--- src/pkg/sp9_pkg.sv ---
package sp9_pkg;

  // ----------------------------------------
  // Mode select codes {hi, lo}
  // ----------------------------------------
  localparam logic [1:0] SP9_MODE_SYNC8 = 2'h0;
  localparam logic [1:0] SP9_MODE_TMR10 = 2'h1;
  localparam logic [1:0] SP9_MODE_OSC11 = 2'h2;
  localparam logic [1:0] SP9_MODE_TMR11 = 2'h3;

  // ----------------------------------------
  // Bit slicing and voting
  // ----------------------------------------
  localparam int unsigned SP9_SLICES = 16;
  localparam logic [3:0] SP9_SLICE_LAST = 4'hf;
  localparam logic [3:0] SP9_VOTE_S1 = 4'h8;
  localparam logic [3:0] SP9_VOTE_S2 = 4'h9;
  localparam logic [3:0] SP9_VOTE_S3 = 4'ha;

  // ----------------------------------------
  // Rate dividers
  // ----------------------------------------
  // Oscillator/32 bit rate is oscillator/2 per slice, /64 is /4
  localparam logic [2:0] SP9_OSC_SLICE_FAST = 3'h2;
  localparam logic [2:0] SP9_OSC_SLICE_SLOW = 3'h4;
  // Synchronous mode shift period in clocks, clock low in the middle half
  localparam logic [3:0] SP9_M0_PERIOD_SLOW = 4'hc;
  localparam logic [3:0] SP9_M0_PERIOD_FAST = 4'h4;

  // ----------------------------------------
  // Frame sizes and reset values
  // ----------------------------------------
  localparam logic [3:0] SP9_FRAME10 = 4'ha;
  localparam logic [3:0] SP9_FRAME11 = 4'hb;
  localparam logic [3:0] SP9_DATA_BITS = 4'h8;
  localparam logic [3:0] SP9_NINE_BITS = 4'h9;
  localparam logic SP9_LINE_IDLE = 1'b1;
  localparam logic [7:0] SP9_BUF_RESET = 8'h00;

  // ----------------------------------------
  // State machines
  // ----------------------------------------
  typedef enum logic [2:0] {
    SP9_TX_IDLE = 3'b001,
    SP9_TX_WAIT = 3'b010,
    SP9_TX_SEND = 3'b100
  } sp9_tx_state_t;

  typedef enum logic [3:0] {
    SP9_RX_HUNT = 4'b0001,
    SP9_RX_START = 4'b0010,
    SP9_RX_DATA = 4'b0100,
    SP9_RX_STOP = 4'b1000
  } sp9_rx_state_t;

  typedef enum logic [2:0] {
    SP9_M0_IDLE = 3'b001,
    SP9_M0_TX = 3'b010,
    SP9_M0_RX = 3'b100
  } sp9_m0_state_t;

endpackage

--- src/verilog/sp9_baud_tick.sv ---
`timescale 1ns/1ps
module sp9_baud_tick
  import sp9_pkg::*;
(
  input wire logic i_mclk, // Core clock
  input wire logic i_resetn, // Synchronous reset, active low
  input wire logic [1:0] i_mode, // Mode select {hi, lo}
  input wire logic i_baud_double_select, // Doubles the bit rate
  input wire logic i_timer1_overflow, // Timer overflow pulse
  output logic o_tick // One slice of sixteen per bit
);

  logic [2:0] div_r;
  logic [2:0] div_lim;
  logic ovf_half_r;

  assign div_lim = i_baud_double_select ? SP9_OSC_SLICE_FAST : SP9_OSC_SLICE_SLOW;

  // ----------------------------------------
  // Oscillator divider
  // ----------------------------------------
  always_ff @(posedge i_mclk) begin
    if (!i_resetn) begin
      div_r <= 3'h0;
    end else if (div_r >= div_lim - 3'h1) begin
      div_r <= 3'h0;
    end else begin
      div_r <= div_r + 3'h1;
    end
  end

  // ----------------------------------------
  // Timer overflow halving
  // ----------------------------------------
  always_ff @(posedge i_mclk) begin
    if (!i_resetn) begin
      ovf_half_r <= 1'b0;
    end else if (i_timer1_overflow) begin
      ovf_half_r <= ~ovf_half_r;
    end
  end

  always_comb begin
    if (i_mode == SP9_MODE_OSC11) begin
      o_tick = (div_r >= div_lim - 3'h1);
    end else begin
      o_tick = i_timer1_overflow && (i_baud_double_select || ovf_half_r);
    end
  end

endmodule // sp9_baud_tick

--- src/verilog/sp9_rx_vote.sv ---
`timescale 1ns/1ps
module sp9_rx_vote
  import sp9_pkg::*;
(
  input wire logic i_mclk, // Core clock
  input wire logic i_resetn, // Synchronous reset, active low
  input wire logic i_tick, // Slice tick
  input wire logic i_rxd, // Synchronised receive line
  input wire logic i_hunt, // Looking for a start edge
  output logic o_edge, // Falling edge found, pulse
  output logic o_bit_stb, // Bit decided, pulse
  output logic o_bit_val // Decided bit value
);

  logic prev_r;
  logic [3:0] cnt_r;
  logic [1:0] smp_r;

  function automatic logic vote3(input logic a, input logic b, input logic c);
    vote3 = (a & b) | (a & c) | (b & c);
  endfunction

  assign o_edge = i_hunt && i_tick && prev_r && !i_rxd;

  always_ff @(posedge i_mclk) begin
    if (!i_resetn) begin
      prev_r <= SP9_LINE_IDLE;
    end else if (i_tick) begin
      prev_r <= i_rxd;
    end
  end

  always_ff @(posedge i_mclk) begin
    if (!i_resetn) begin
      cnt_r <= 4'h0;
    end else if (o_edge) begin
      cnt_r <= 4'h0;
    end else if (i_tick) begin
      cnt_r <= cnt_r + 4'h1;
    end
  end

  always_ff @(posedge i_mclk) begin
    if (!i_resetn) begin
      smp_r <= 2'h0;
    end else if (i_tick && cnt_r == SP9_VOTE_S1) begin
      smp_r[0] <= i_rxd;
    end else if (i_tick && cnt_r == SP9_VOTE_S2) begin
      smp_r[1] <= i_rxd;
    end
  end

  always_ff @(posedge i_mclk) begin
    if (!i_resetn) begin
      o_bit_stb <= 1'b0;
      o_bit_val <= SP9_LINE_IDLE;
    end else begin
      o_bit_stb <= i_tick && !i_hunt && cnt_r == SP9_VOTE_S3;
      if (i_tick && cnt_r == SP9_VOTE_S3) begin
        o_bit_val <= vote3(smp_r[0], smp_r[1], i_rxd);
      end
    end
  end

endmodule // sp9_rx_vote

--- src/verilog/sp9_uart.sv ---
`timescale 1ns/1ps
module sp9_uart
  import sp9_pkg::*;
(
  input wire logic i_mclk, // Core clock, 10 MHz
  input wire logic i_resetn, // Synchronous reset, active low
  input wire logic i_mode_sel_hi, // Mode select high bit
  input wire logic i_mode_sel_lo, // Mode select low bit
  input wire logic i_multiproc_select, // Multiprocessor / sync fast rate
  input wire logic i_rx_enable, // Receive enable
  input wire logic i_baud_double_select, // Bit rate doubling
  input wire logic i_timer1_overflow, // Timer overflow pulse
  input wire logic i_tx_ninth_bit, // Ninth bit to send
  input wire logic i_buf_wr, // Serial buffer write strobe
  input wire logic [7:0] i_buf_wdata, // Serial buffer write data
  input wire logic i_tx_done_clr, // Clear tx done flag
  input wire logic i_rx_done_clr, // Clear rx done flag
  input wire logic i_rxd, // Receive pin level
  output logic o_txd, // Transmit pin / sync shift clock
  output logic o_rxd_out, // Receive pin drive in sync mode
  output logic o_rxd_oe, // Receive pin output enable
  output logic [7:0] o_serial_buffer, // Receive buffer read value
  output logic o_rx_ninth_bit, // Received ninth bit
  output logic o_tx_done_flag, // Transmit done flag
  output logic o_rx_done_flag, // Receive done flag
  output logic o_tx_busy, // Transmission in progress
  output logic o_rx_busy // Reception in progress
);

  // ----------------------------------------
  // Declarations
  // ----------------------------------------
  logic [1:0] mode;
  logic async_mode;
  logic frame11;
  logic tick;
  logic rxd_m_r;
  logic rxd_s_r;
  logic rx_edge;
  logic bit_stb;
  logic bit_val;
  logic rx_hunt;

  sp9_tx_state_t tx_state_r;
  logic [3:0] tx_div_r;
  logic tx_roll;
  logic [9:0] tx_sr_r;
  logic [3:0] tx_cnt_r;
  logic tx_line_r;
  logic tx_frame_len;
  logic [3:0] tx_nbits;
  logic async_ti_set;

  sp9_rx_state_t rx_state_r;
  logic [8:0] rx_sr_r;
  logic [3:0] rx_cnt_r;
  logic [3:0] rx_nbits;
  logic async_load;
  logic [7:0] async_data;
  logic async_ninth;

  sp9_m0_state_t m0_state_r;
  logic [3:0] m0_phase_r;
  logic [3:0] m0_period;
  logic [3:0] m0_fall;
  logic [3:0] m0_rise;
  logic [3:0] m0_bits_r;
  logic [7:0] m0_sr_r;
  logic m0_clk_r;
  logic m0_bit_end;
  logic m0_last;
  logic m0_ti_set;
  logic m0_load;

  logic [7:0] rx_buf_r;
  logic rx_ninth_r;
  logic tx_done_r;
  logic rx_done_r;

  // ----------------------------------------
  // Mode decode
  // ----------------------------------------
  // mode bit decode
  assign mode = {i_mode_sel_hi, i_mode_sel_lo};
  assign async_mode = (mode != SP9_MODE_SYNC8);
  assign frame11 = (mode == SP9_MODE_OSC11) || (mode == SP9_MODE_TMR11);
  assign tx_frame_len = frame11;
  assign tx_nbits = tx_frame_len ? SP9_FRAME11 : SP9_FRAME10;
  assign rx_nbits = frame11 ? SP9_NINE_BITS : SP9_DATA_BITS;

  // ----------------------------------------
  // Receive pin synchroniser
  // ----------------------------------------
  always_ff @(posedge i_mclk) begin
    if (!i_resetn) begin
      rxd_m_r <= SP9_LINE_IDLE;
      rxd_s_r <= SP9_LINE_IDLE;
    end else begin
      rxd_m_r <= i_rxd;
      rxd_s_r <= rxd_m_r;
    end
  end

  // ----------------------------------------
  // Slice tick and bit voter
  // ----------------------------------------
  sp9_baud_tick u_tick (
    .i_mclk(i_mclk),
    .i_resetn(i_resetn),
    .i_mode(mode),
    .i_baud_double_select(i_baud_double_select),
    .i_timer1_overflow(i_timer1_overflow),
    .o_tick(tick)
  );

  assign rx_hunt = (rx_state_r == SP9_RX_HUNT);

  sp9_rx_vote u_vote (
    .i_mclk(i_mclk),
    .i_resetn(i_resetn),
    .i_tick(tick && async_mode && (i_rx_enable || !rx_hunt)),
    .i_rxd(rxd_s_r),
    .i_hunt(rx_hunt),
    .o_edge(rx_edge),
    .o_bit_stb(bit_stb),
    .o_bit_val(bit_val)
  );

  // ----------------------------------------
  // Transmit divide-by-16 counter
  // ----------------------------------------
  always_ff @(posedge i_mclk) begin
    if (!i_resetn) begin
      tx_div_r <= 4'h0;
    end else if (tick) begin
      tx_div_r <= tx_div_r + 4'h1;
    end
  end

  assign tx_roll = tick && (tx_div_r == SP9_SLICE_LAST);

  // ----------------------------------------
  // Asynchronous transmitter
  // ----------------------------------------
  always_ff @(posedge i_mclk) begin
    if (!i_resetn) begin
      tx_state_r <= SP9_TX_IDLE;
      tx_sr_r <= 10'h3ff;
      tx_cnt_r <= 4'h0;
      tx_line_r <= SP9_LINE_IDLE;
    end else begin
      case (tx_state_r)
        SP9_TX_IDLE: begin
          tx_line_r <= SP9_LINE_IDLE;
          if (i_buf_wr && async_mode) begin
            tx_sr_r <= {1'b1, (frame11 ? i_tx_ninth_bit : 1'b1), i_buf_wdata};
            tx_state_r <= SP9_TX_WAIT;
          end
        end
        SP9_TX_WAIT: begin
          if (tx_roll) begin
            tx_line_r <= 1'b0;
            tx_cnt_r <= 4'h1;
            tx_state_r <= SP9_TX_SEND;
          end
        end
        SP9_TX_SEND: begin
          if (tx_roll) begin
            if (tx_cnt_r == tx_nbits) begin
              tx_line_r <= SP9_LINE_IDLE;
              tx_state_r <= SP9_TX_IDLE;
            end else begin
              tx_line_r <= tx_sr_r[0];
              tx_sr_r <= {1'b1, tx_sr_r[9:1]};
              tx_cnt_r <= tx_cnt_r + 4'h1;
            end
          end
        end
        default: begin
          tx_state_r <= SP9_TX_IDLE;
          tx_line_r <= SP9_LINE_IDLE;
        end
      endcase
    end
  end

  assign async_ti_set = (tx_state_r == SP9_TX_SEND) && tx_roll && (tx_cnt_r == tx_nbits - 4'h1);

  // ----------------------------------------
  // Asynchronous receiver
  // ----------------------------------------
  always_ff @(posedge i_mclk) begin
    if (!i_resetn) begin
      rx_state_r <= SP9_RX_HUNT;
      rx_sr_r <= 9'h000;
      rx_cnt_r <= 4'h0;
    end else begin
      case (rx_state_r)
        SP9_RX_HUNT: begin
          if (rx_edge && i_rx_enable && async_mode) begin
            rx_state_r <= SP9_RX_START;
          end
        end
        SP9_RX_START: begin
          if (bit_stb) begin
            if (bit_val) begin
              rx_state_r <= SP9_RX_HUNT;
            end else begin
              rx_cnt_r <= 4'h0;
              rx_state_r <= SP9_RX_DATA;
            end
          end
        end
        SP9_RX_DATA: begin
          if (bit_stb) begin
            rx_sr_r <= {bit_val, rx_sr_r[8:1]};
            rx_cnt_r <= rx_cnt_r + 4'h1;
            if (rx_cnt_r == rx_nbits - 4'h1) begin
              rx_state_r <= SP9_RX_STOP;
            end
          end
        end
        SP9_RX_STOP: begin
          if (bit_stb) begin
            rx_state_r <= SP9_RX_HUNT;
          end
        end
        default: begin
          rx_state_r <= SP9_RX_HUNT;
        end
      endcase
    end
  end

  // Eight-bit frames leave data in the top of the shifter
  assign async_data = frame11 ? rx_sr_r[7:0] : rx_sr_r[8:1];
  assign async_ninth = frame11 ? rx_sr_r[8] : bit_val;
  assign async_load = (rx_state_r == SP9_RX_STOP) && bit_stb && !rx_done_r &&
                      (!i_multiproc_select || bit_val);

  // ----------------------------------------
  // Synchronous shift engine
  // ----------------------------------------
  assign m0_period = i_multiproc_select ? SP9_M0_PERIOD_FAST : SP9_M0_PERIOD_SLOW;
  assign m0_fall = {2'h0, m0_period[3:2]};
  assign m0_rise = m0_period - m0_fall;
  assign m0_bit_end = (m0_phase_r == m0_period - 4'h1);
  assign m0_last = m0_bit_end && (m0_bits_r == SP9_DATA_BITS - 4'h1);

  always_ff @(posedge i_mclk) begin
    if (!i_resetn) begin
      m0_state_r <= SP9_M0_IDLE;
      m0_phase_r <= 4'h0;
      m0_bits_r <= 4'h0;
      m0_sr_r <= 8'hff;
    end else begin
      case (m0_state_r)
        SP9_M0_IDLE: begin
          m0_phase_r <= 4'h0;
          m0_bits_r <= 4'h0;
          if (!async_mode && i_buf_wr) begin
            m0_sr_r <= i_buf_wdata;
            m0_state_r <= SP9_M0_TX;
          end else if (!async_mode && i_rx_enable && !rx_done_r) begin
            m0_state_r <= SP9_M0_RX;
          end
        end
        SP9_M0_TX, SP9_M0_RX: begin
          m0_phase_r <= m0_bit_end ? 4'h0 : m0_phase_r + 4'h1;
          if (m0_state_r == SP9_M0_RX && m0_phase_r == m0_rise) begin
            m0_sr_r <= {rxd_s_r, m0_sr_r[7:1]};
          end else if (m0_state_r == SP9_M0_TX && m0_bit_end) begin
            m0_sr_r <= {1'b1, m0_sr_r[7:1]};
          end
          if (m0_bit_end) begin
            m0_bits_r <= m0_bits_r + 4'h1;
          end
          if (m0_last || async_mode) begin
            m0_state_r <= SP9_M0_IDLE;
          end
        end
        default: begin
          m0_state_r <= SP9_M0_IDLE;
        end
      endcase
    end
  end

  // Shift clock low in the middle of each bit period
  always_ff @(posedge i_mclk) begin
    if (!i_resetn) begin
      m0_clk_r <= SP9_LINE_IDLE;
    end else begin
      m0_clk_r <= !((m0_state_r != SP9_M0_IDLE) && !m0_bit_end &&
                    (m0_phase_r + 4'h1 >= m0_fall) && (m0_phase_r + 4'h1 < m0_rise));
    end
  end

  assign m0_ti_set = (m0_state_r == SP9_M0_TX) && m0_last;
  assign m0_load = (m0_state_r == SP9_M0_RX) && m0_last;

  // ----------------------------------------
  // Receive buffer and flags
  // ----------------------------------------
  // reads see receive buffer
  always_ff @(posedge i_mclk) begin
    if (!i_resetn) begin
      rx_buf_r <= SP9_BUF_RESET;
      rx_ninth_r <= 1'b0;
    end else if (async_load) begin
      rx_buf_r <= async_data;
      rx_ninth_r <= async_ninth;
    end else if (m0_load) begin
      // Last sample and load meet when the sample point is the bit end
      rx_buf_r <= (m0_phase_r == m0_rise) ? {rxd_s_r, m0_sr_r[7:1]} : m0_sr_r;
    end
  end

  // Set wins over a clear in the same cycle
  always_ff @(posedge i_mclk) begin
    if (!i_resetn) begin
      tx_done_r <= 1'b0;
    end else if (async_ti_set || m0_ti_set) begin
      tx_done_r <= 1'b1;
    end else if (i_tx_done_clr) begin
      tx_done_r <= 1'b0;
    end
  end

  always_ff @(posedge i_mclk) begin
    if (!i_resetn) begin
      rx_done_r <= 1'b0;
    end else if (async_load || m0_load) begin
      rx_done_r <= 1'b1;
    end else if (i_rx_done_clr) begin
      rx_done_r <= 1'b0;
    end
  end

  // ----------------------------------------
  // Outputs
  // ----------------------------------------
  assign o_txd = async_mode ? tx_line_r : m0_clk_r;
  assign o_rxd_out = m0_sr_r[0];
  assign o_rxd_oe = (m0_state_r == SP9_M0_TX);
  assign o_serial_buffer = rx_buf_r;
  assign o_rx_ninth_bit = rx_ninth_r;
  assign o_tx_done_flag = tx_done_r;
  assign o_rx_done_flag = rx_done_r;
  assign o_tx_busy = (tx_state_r != SP9_TX_IDLE) || (m0_state_r == SP9_M0_TX);
  assign o_rx_busy = !rx_hunt || (m0_state_r == SP9_M0_RX);

endmodule // sp9_uart

--- config.mk ---
export PLATFORM = sky130hd
export DESIGN_NAME = sp9_uart
export DESIGN_NICKNAME = d
export VERILOG_FILES = /design/src/pkg/sp9_pkg.sv /design/src/verilog/sp9_baud_tick.sv /design/src/verilog/sp9_rx_vote.sv /design/src/verilog/sp9_uart.sv
export SDC_FILE = /design/constraint.sdc
export NUM_CORES = 1
export LEC_CHECK = 0
export BUFFER_PORTS_ARGS = -buffer_cell sky130_fd_sc_hd__buf_2
export CAP_MARGIN = 15
export CORE_ASPECT_RATIO = 0.9
export CORE_UTILIZATION = 30
export DETAILED_ROUTE_END_ITERATION = 12
export HOLD_SLACK_MARGIN = 0.02
export PLACE_DENSITY = 0.55
export SKIP_LAST_GASP = 1
export SLEW_MARGIN = 0
export SYNTH_ARGS = -nofsm -noshare
export SYNTH_HDL_FRONTEND = slang
export SYNTH_SLANG_ARGS = --single-unit
--- constraint.sdc ---
create_clock -name i_mclk -period 2.65 [get_ports i_mclk]
set_input_delay 0.1325 -clock i_mclk [delete_from_list [all_inputs] [get_ports i_mclk]]
set_output_delay 0.1325 -clock i_mclk [all_outputs]
set_load 0.005 [all_outputs]
Word level (Yosys, flattened, before mapping)
Cells that the tools add are included.

Flip-flop bits (word level): 85. Input bits: 21.

Equality and inequality tests: 40. Reduce and logical (&&, ||, !) cells: 69. Bitwise operators: 8. Multiplexer cells: 56. $add $sub $neg: 12. $lt $le $gt $ge: 3.

Operators by type and width (number): 4-bit two-way mux (14); 8-bit two-way mux (7); 4-bit one-hot mux with 2 select lines (4); 1-bit logical AND (31); 10-bit two-way mux (3); 3-bit two-way mux (9); 4-bit by 1-bit adder with 4-bit output (second input constant) (6); 2-bit inequality test (second input constant) (11); 4-bit equality test (5); 4-bit equality test (second input constant) (5); 10-bit one-hot mux with 2 select lines (1); 4-bit one-hot mux with 4 select lines (1); 8-bit one-hot mux with 2 select lines (1); 4-bit AND reduction (4); 2-bit nonzero test (8); 1-bit two-way mux (13); 4-bit by 1-bit subtractor with 4-bit output (second input constant) (3); 2-bit AND reduction (5); 1-bit logical OR (9); 3-bit one-hot mux with 3 select lines (1); 4-bit by 3-bit equality test with 1-bit output (second input constant) (2); 1-bit zero test (7); 3-bit by 1-bit equality test with 1-bit output (second input constant) (2); 3-bit by 2-bit equality test with 1-bit output (second input constant) (2); 21 further kinds (34).

Longest topological paths before layout
Gate-level depths: netlist (run 1).

Word-level depth: 13. Depth in mapped cells: 7.

Cells and area by module
Synthesis (run 1) repeated with hierarchy kept, for this count alone.

Cells, all modules: 496. Area total of the unflattened synthesis: 4371.7 um2.

Modules (own cells, without submodules): sp9_uart (seq. area each 1421.4 um2, cells each 436, area an instance 3717.3 um2, times used 1); sp9_rx_vote (seq. area each 180.2 um2, cells each 44, area an instance 470.5 um2, times used 1); sp9_baud_tick (seq. area each 80.1 um2, cells each 16, area an instance 183.9 um2, times used 1).

Worst setup path after synthesis (run 1)
Ideal clock, no wire load.

Path kind: reg-to-reg. From: register u_tick.div_r[1]. To: register tx_sr_r[6]. Stages on the path, launching flop included: 6. Slack: 763 ps. Setup time: 121 ps. Path buffers: 0. Arrival: 1766 ps. Cells stage by stage: dfxtp_1 ha_1 a211oi_2 mux2i_4 a31oi_4 mux2_2.

Word-level cells in the longest chain between the ends: 5.

RTL lines: start, declared (RTL line sp9_baud_tick.sv:13) `logic [2:0] div_r;`; start signal, assigned (RTL line sp9_baud_tick.sv:28) `div_r <= div_r + 3'h1;`; 3-bit greater-or-equal comparator (RTL line sp9_baud_tick.sv:45) `o_tick = (div_r >= div_lim - 3'h1);`; 1-bit two-way mux (RTL line sp9_baud_tick.sv:44) `if (i_mode == SP9_MODE_OSC11) begin`; 1-bit logical AND (RTL line sp9_uart.sv:140) `assign tx_roll = tick && (tx_div_r == SP9_SLICE_LAST);`; 2-bit inequality test (no source line); 4-bit AND reduction (no source line); end signal, assigned (RTL line sp9_uart.sv:156) `tx_sr_r <= {1'b1, (frame11 ? i_tx_ninth_bit : 1'b1), i_buf_wdata};`; end signal, assigned (RTL line sp9_uart.sv:174) `tx_sr_r <= {1'b1, tx_sr_r[9:1]};`; end, declared (RTL line sp9_uart.sv:47) `logic [9:0] tx_sr_r;`.

No other way between the ends. A chain may end at the register's enable or synchronous reset.

Worst setup path after layout (run 1)
From: register u_tick.div_r[1]. To: register rx_state_r[1].

Word-level cells in the longest chain between the ends: 11.

RTL lines: 3-bit greater-or-equal comparator (RTL line sp9_baud_tick.sv:45); 1-bit two-way mux (RTL line sp9_baud_tick.sv:44); 1-bit logical AND (2 in series) (RTL line sp9_uart.sv:121) `.i_tick(tick && async_mode && (i_rx_enable || !rx_hunt)),`; 1-bit logical AND (3 in series) (RTL line sp9_rx_vote.sv:23) `assign o_edge = i_hunt && i_tick && prev_r && !i_rxd;`; 1-bit logical AND (2 in series) (RTL line sp9_uart.sv:200) `if (rx_edge && i_rx_enable && async_mode) begin`; 2-bit inequality test (no source line); 5-bit AND reduction (no source line); end signal, assigned (RTL line sp9_uart.sv:201) `rx_state_r <= SP9_RX_START;`; end signal, assigned (RTL line sp9_uart.sv:207) `rx_state_r <= SP9_RX_HUNT;`; end signal, assigned (RTL line sp9_uart.sv:210) `rx_state_r <= SP9_RX_DATA;`; end, declared (RTL line sp9_uart.sv:54) `sp9_rx_state_t rx_state_r;`.

No other way between the ends.

==> results_dict.tcl, run 1 <==
set metrics [dict create \
    crit_family "compound AO/OA/AOI/OAI gates" \
    cts_sinks 84 \
    max_clock_freq_ghz 0.462 \
    synth-seq-cells 84 \
    min_path_type "in2reg" \
    drt_iter0_drc 269 \
    overflow 0 \
    relSlewSlack_pct 56.9 \
    crit_buf_inv 0 \
    layout_commonest_cell "dfxtp_1" \
    area_delta_synth_final_pct 14.3 \
    netlist_instances 530 \
    h-tree-depth 3 \
    drt_pass1_iterations 4 \
    wl_per_cell_um 15.5 \
    slew_violations 0 \
    path_clk_slew_ns 0.07 \
    fin_nets 587 \
    maxCapViolCount 0 \
    fp.dieArea_sq_mm 0.0158 \
    period_share_pct 81.7 \
    ys_types 77 \
    crit_type "reg2reg" \
    io_pins 37 \
    clk_latency_ns 0.35 \
    gr-usage-all-layers_pct 15.5 \
    end_kind "flip-flop" \
    cts-root-buf "clkbuf_16" \
    layout_common_cells "84 x dfxtp_1, 66 x nand2_1, 36 x buf_2, 32 x a21oi_1, 29 x nor2_1" \
    synth_edf_count 0 \
    rrSetupSlack_ns 0.48 \
    cts_buffers 9 \
    holdWs_ns 0.0602 \
    tightest_slew_ns 0.639 \
    avgSynthCellArea_sq_um 8.66 \
    hold_violations 0 \
    synthArstFlopShare_pct 0 \
    dpl_cell_area_sq_mm 0.00494 \
    yosys-top-cells-area "dfxtp_1 37%, nand2_1 5.4%, mux2i_1 3.9%, a21oi_1 3.5%, ha_1 3.3%" \
    start_util_pct 31.0 \
    yosysTopAreaCellShare_pct 36.6 \
    power_mw 2.94 \
    num-fill-cells 1542 \
    peakVddDrop_mv 0.239 \
    crit_path_max_fanout 16 \
    dpl.hpwl_um 8570 \
    yosysWarningCount 0 \
    die_x_um 132 \
    die_h_um 119 \
    ys_seq_area_share_pct 36.6 \
    grt_antenna_before_repair 0 \
    rows 42 \
    p_leak_nw 1.89 \
    syn-num-nets 563 \
    rsz0062_at_grt "false" \
    ff_latch_area_sq_mm 0.00168 \
    viasPerCell 5.23 \
    cp_data_arrival_time_ns 2.40 \
    clock_path_buffers 2 \
    cp_cell_sequence "ha_1, a211oi_2, o21a_1, nor4_1, o221a_1" \
    syn_area_sq_mm 0.00459 \
    grt_max_degree 35 \
    postLayoutCellArea_sq_mm 0.00525 \
    core-area_sq_mm 0.0148 \
    cts_tree "built" \
    ys.flop_type "dfxtp_1" \
    first_global_vias 3845 \
    cts_setup_buffers 0 \
    period_minus_slack_ns 2.17 \
    slowest_delay_ns 0.60 \
    drive_above_1_share_pct 15.1 \
    drc 0 \
    critPathRequiredTime_ns 2.89 \
    wirelength_um 11700 \
    cpMaxStageDelayCell "o21a_1" \
    status "finished clean" \
    drt.antenna.violating_nets 0 \
    powerDensity_mw_per_mm2 560 \
    grt_pass1_wl_um 19400 \
    crit_path_start_kind "flip-flop" \
    diodes 0 \
    num_vias 3957 \
    port_buffers 36 \
    netlist.top_cell.by_area "dfxtp_1" \
    multi_input_area_sq_mm 0.00271 \
    gp_congestion 0.818 \
    skew_ns 0.00945 \
    finalSetupViolations 0 \
    fin_tns_setup_ns 0 \
]
[layer usage]
layer	share of wire (%)	up-vias	global-route usage, %
met1	49	1881	21.5
met3	4.2	15	2.81
met2	45	79	23.9
met4	1.7	0	5.82
met5	0	-	0
li1	-	1982	-
[through the flow]
stage,utilization [%],cells,setup WS [ns]
6_report,35.4,756,0.485
5_1_grt,35.4,756,0.346
4_1_cts,35.4,756,0.505
3_5_place_dp,33.4,740,0.526
3_3_place_gp,33.4,740,0.578
2_1_floorplan,-,530,0.763
[state kept, by name, indices dropped and copies added (netlist names), 2 cells and up]
register,flops
m0_bits_r,4
tx_div_r,4
rx_cnt_r,4
m0_sr_r,8
rx_state_r,4
rx_sr_r,9
m0_phase_r,4
tx_state_r,3
u_tick.div_r,3
u_vote.smp_r,2
o_serial_buffer,8
m0_state_r,3
u_vote.cnt_r,4
tx_sr_r,9
tx_cnt_r,4
[tightest hold or removal path: stages]
cell and delay [ns]:
buf_2 0.08, nor3b_1 0.04, o21ai_1 0.11
[cell usage after synthesis (3+ instances only)]
library cell	n
o31ai_1	7
inv_1	11
nand3b_1	7
o21a_1	5
nor2b_1	5
o221ai_1	7
or3b_1	5
nand4_1	8
xnor2_1	6
o21ai_0	5
nand2b_1	16
o211ai_1	8
a211oi_1	9
nor3b_1	14
and3_1	5
o21ai_1	14
or3_1	6
a21oi_1	32
and3b_1	3
clkbuf_1	23
mux2i_1	18
xor2_1	3
buf_2	8
mux2_1	8
a31oi_1	4
nor4_1	5
nand2_1	66
nand3_1	25
ha_1	12
mux2_2	10
dfxtp_1	84
nor2_1	29
or4_1	6
and2_1	3
[logic make-up (layout without fill, tap and decap cells)]
| logic type | after synthesis | after routing | synth area share, % |
|---|---|---|---|
| and+or+nand+nor | 219 | 219 | 26.1 |
| AOI/OAI and AO/OA | 121 | 121 | 18.9 |
| DFF | 84 | 84 | 36.6 |
| buffers and inverters | 47 | 75 | 4.31 |
| muxes | 37 | 37 | 8.83 |
| adders and majority gates | 13 | 13 | 3.49 |
| xor gates and xnor gates | 9 | 9 | 1.72 |
[power by group]
part | switching, mW | internal, mW
Sequential | 0.0433 | 1.31
Clock | 0.516 | 0.749
Combinational | 0.192 | 0.123
Total | 0.752 | 2.18
[area by class of cell]
class / count / share of cell area, %
clock inverters: 4 / 0.954
well taps: 198 / 4.72
repair buffers: 47 / 5.06
flip-flops and latches: 84 / 32.1
inverters: 13 / 0.930
multi-input cells: 399 / 51.7
clock buffers: 11 / 4.63
[path summary, 6_finish.rpt]
kind,cells after the start,to,startpoint
max,5,rx_state_r[1],u_tick.div_r[1]
min,3,tx_sr_r[8],i_tx_ninth_bit
max reg2reg,5,rx_state_r[1],u_tick.div_r[1]
min reg2reg,1,rxd_s_r,rxd_m_r
[what timing repair did]
| action | in CTS | in global routing |
|---|---|---|
| hold endpoints to repair | 1 | 0 |
| gates resized for setup | 0 | 0 |
| hold buffers | 1 | 0 |
Power figures use the tool's default switching activity.
==> run 2, diff against run 1 <==
- clock period: 2.65 -> 2.2 ns (I/O delays scaled with it)
==> run 2 against run 1 <==
  * Global-route usage down 0.067 points
  * Sequential power up 21%
  * Critical path type unchanged
  * Critical endpoint is now tx_sr_r[6]
  * Non-clock buffer count up 6
  * Sequential share of layout area down 0.44 points
  * Highest routed layer unchanged
==> results_dict.tcl, run 2 (synthesis gave the netlist of run 1 again) <==
set metrics [dict create \
    rows 42 \
    status "finished clean" \
    die_h_um 119 \
    fin_tns_setup_ns 0 \
    drc 0 \
    gr-usage-all-layers_pct 15.5 \
    wl_per_cell_um 15.1 \
    finalSetupViolations 0 \
    fp.dieArea_sq_mm 0.0158 \
    viasPerCell 5.21 \
    place_inst 746 \
    drt_pass1_iterations 5 \
    critPathRequiredTime_ns 2.44 \
    rsz0062_at_grt "false" \
    grt_antenna_before_repair 0 \
    die_x_um 132 \
    io_pins 37 \
    num_vias 3977 \
    h-tree-depth 3 \
    drt_iter0_drc 233 \
    clk_latency_ns 0.35 \
    tightest_slew_ns 0.719 \
    fin_nets 593 \
    min_path_type "in2reg" \
    port_buffers 36 \
    crit_path_max_fanout 8 \
    gp_congestion 0.863 \
    hold_violations 0 \
    p_leak_nw 1.94 \
    period_minus_slack_ns 2.03 \
    start_util_pct 31.0 \
    cts-root-buf "clkbuf_16" \
    relSlewSlack_pct 51.6 \
    layout_commonest_cell "dfxtp_1" \
    drt.antenna.violating_nets 0 \
    peakVddDrop_mv 0.646 \
    grt_max_degree 51 \
    grt_pass1_wl_um 19400 \
    fin_cells 763 \
    core-area_sq_mm 0.0148 \
    drive_above_1_share_pct 16.1 \
    holdWs_ns 0.0422 \
    end_kind "flip-flop" \
    powerDensity_mw_per_mm2 689 \
    slew_violations 0 \
    crit_path_start_kind "flip-flop" \
    cts_sinks 84 \
    largestRegisters "rx_sr_r: 9 flops, tx_sr_r: 9 flops" \
    cp_data_arrival_time_ns 2.26 \
    dpl.hpwl_um 8380 \
    crit_type "reg2reg" \
    area_delta_synth_final_pct 15.9 \
    first_global_vias 3888 \
    period_share_pct 92.2 \
    cts_tree "built" \
    skew_ns 0.00754 \
    maxCapViolCount 0 \
    cts_buffers 9 \
    overflow 0 \
    diodes 0 \
    wirelength_um 11600 \
    max_clock_freq_ghz 0.493 \
    clock_path_buffers 2 \
    path_clk_slew_ns 0.06 \
    layout_common_cells "84 x dfxtp_1, 66 x nand2_1, 36 x buf_2, 32 x a21oi_1, 29 x nor2_1" \
]
==> run 2: cell count changes in the layout (fill, tap and decap cells not counted) <==
cell	previous run	this run
buf_4	10	16
bufinv_16	1	2
nor2b_2	0	1
clkinvlp_4	2	1
nor2b_1	5	4
clkbuf_1	1	2
==> run 2: path summary, 6_finish.rpt <==
kind           endpoint  depth (start not counted)  slack [ns]       startpoint
max          tx_sr_r[6]                          5        0.17  u_tick.div_r[1]
min          tx_sr_r[8]                          3        0.04   i_tx_ninth_bit
min reg2reg     rxd_s_r                          1        0.44          rxd_m_r
max reg2reg  tx_sr_r[6]                          5        0.17  u_tick.div_r[1]
==> run 2: metrics by stage <==
step	power (mW)	util (%)	area, sq um	worst slack [ns]
floorplan	1.93	-	4590	0.313
global placement	2.05	33.7	4990	0.192
detailed placement	2.06	33.7	4990	0.144
CTS	3.71	35.9	5320	0.150
global route	3.82	35.9	5320	0.0587
finish	3.66	35.9	5320	0.172
==> run 2: power by group <==
part	switching [mW]	internal [mW]
Combinational	0.234	0.161
Sequential	0.0510	1.58
Clock	0.614	1.02
==> run 2: cell type report <==
cell class	instances	area (sq um)
flip-flops and latches	84	1680
well taps	198	248
repair buffers	53	310
inverters	13	48.8
clock inverters	4	72.6
clock buffers	12	246
multi-input cells	399	2710
fillers	1552	9500
==> run 2: critical path, stage by stage, from the launching register on <==
cell and delay, ns:
dfxtp_1 0.32, ha_1 0.28, a211oi_2 0.44, mux2i_4 0.19, a31oi_4 0.33, mux2_2 0.37
==> run 2: timing repair <==
| action | 4_1_cts | 5_1_grt |
|---|---|---|
| setup buffers | 0 | 0 |
| hold buffers | 1 | 0 |
| endpoints found under the setup margin | 0 | 1 |
| endpoints found under the hold margin | 1 | 0 |
| gates resized for setup | 0 | 1 |
==> run 2: routing by layer <==
layer | up-vias | GRT usage, % | routed length, um
met5 | - | 0 | 0
met4 | 0 | 3.95 | 105
met3 | 7 | 4.30 | 620
met2 | 79 | 24.5 | 5320
met1 | 1884 | 20.5 | 5510
li1 | 2007 | - | -
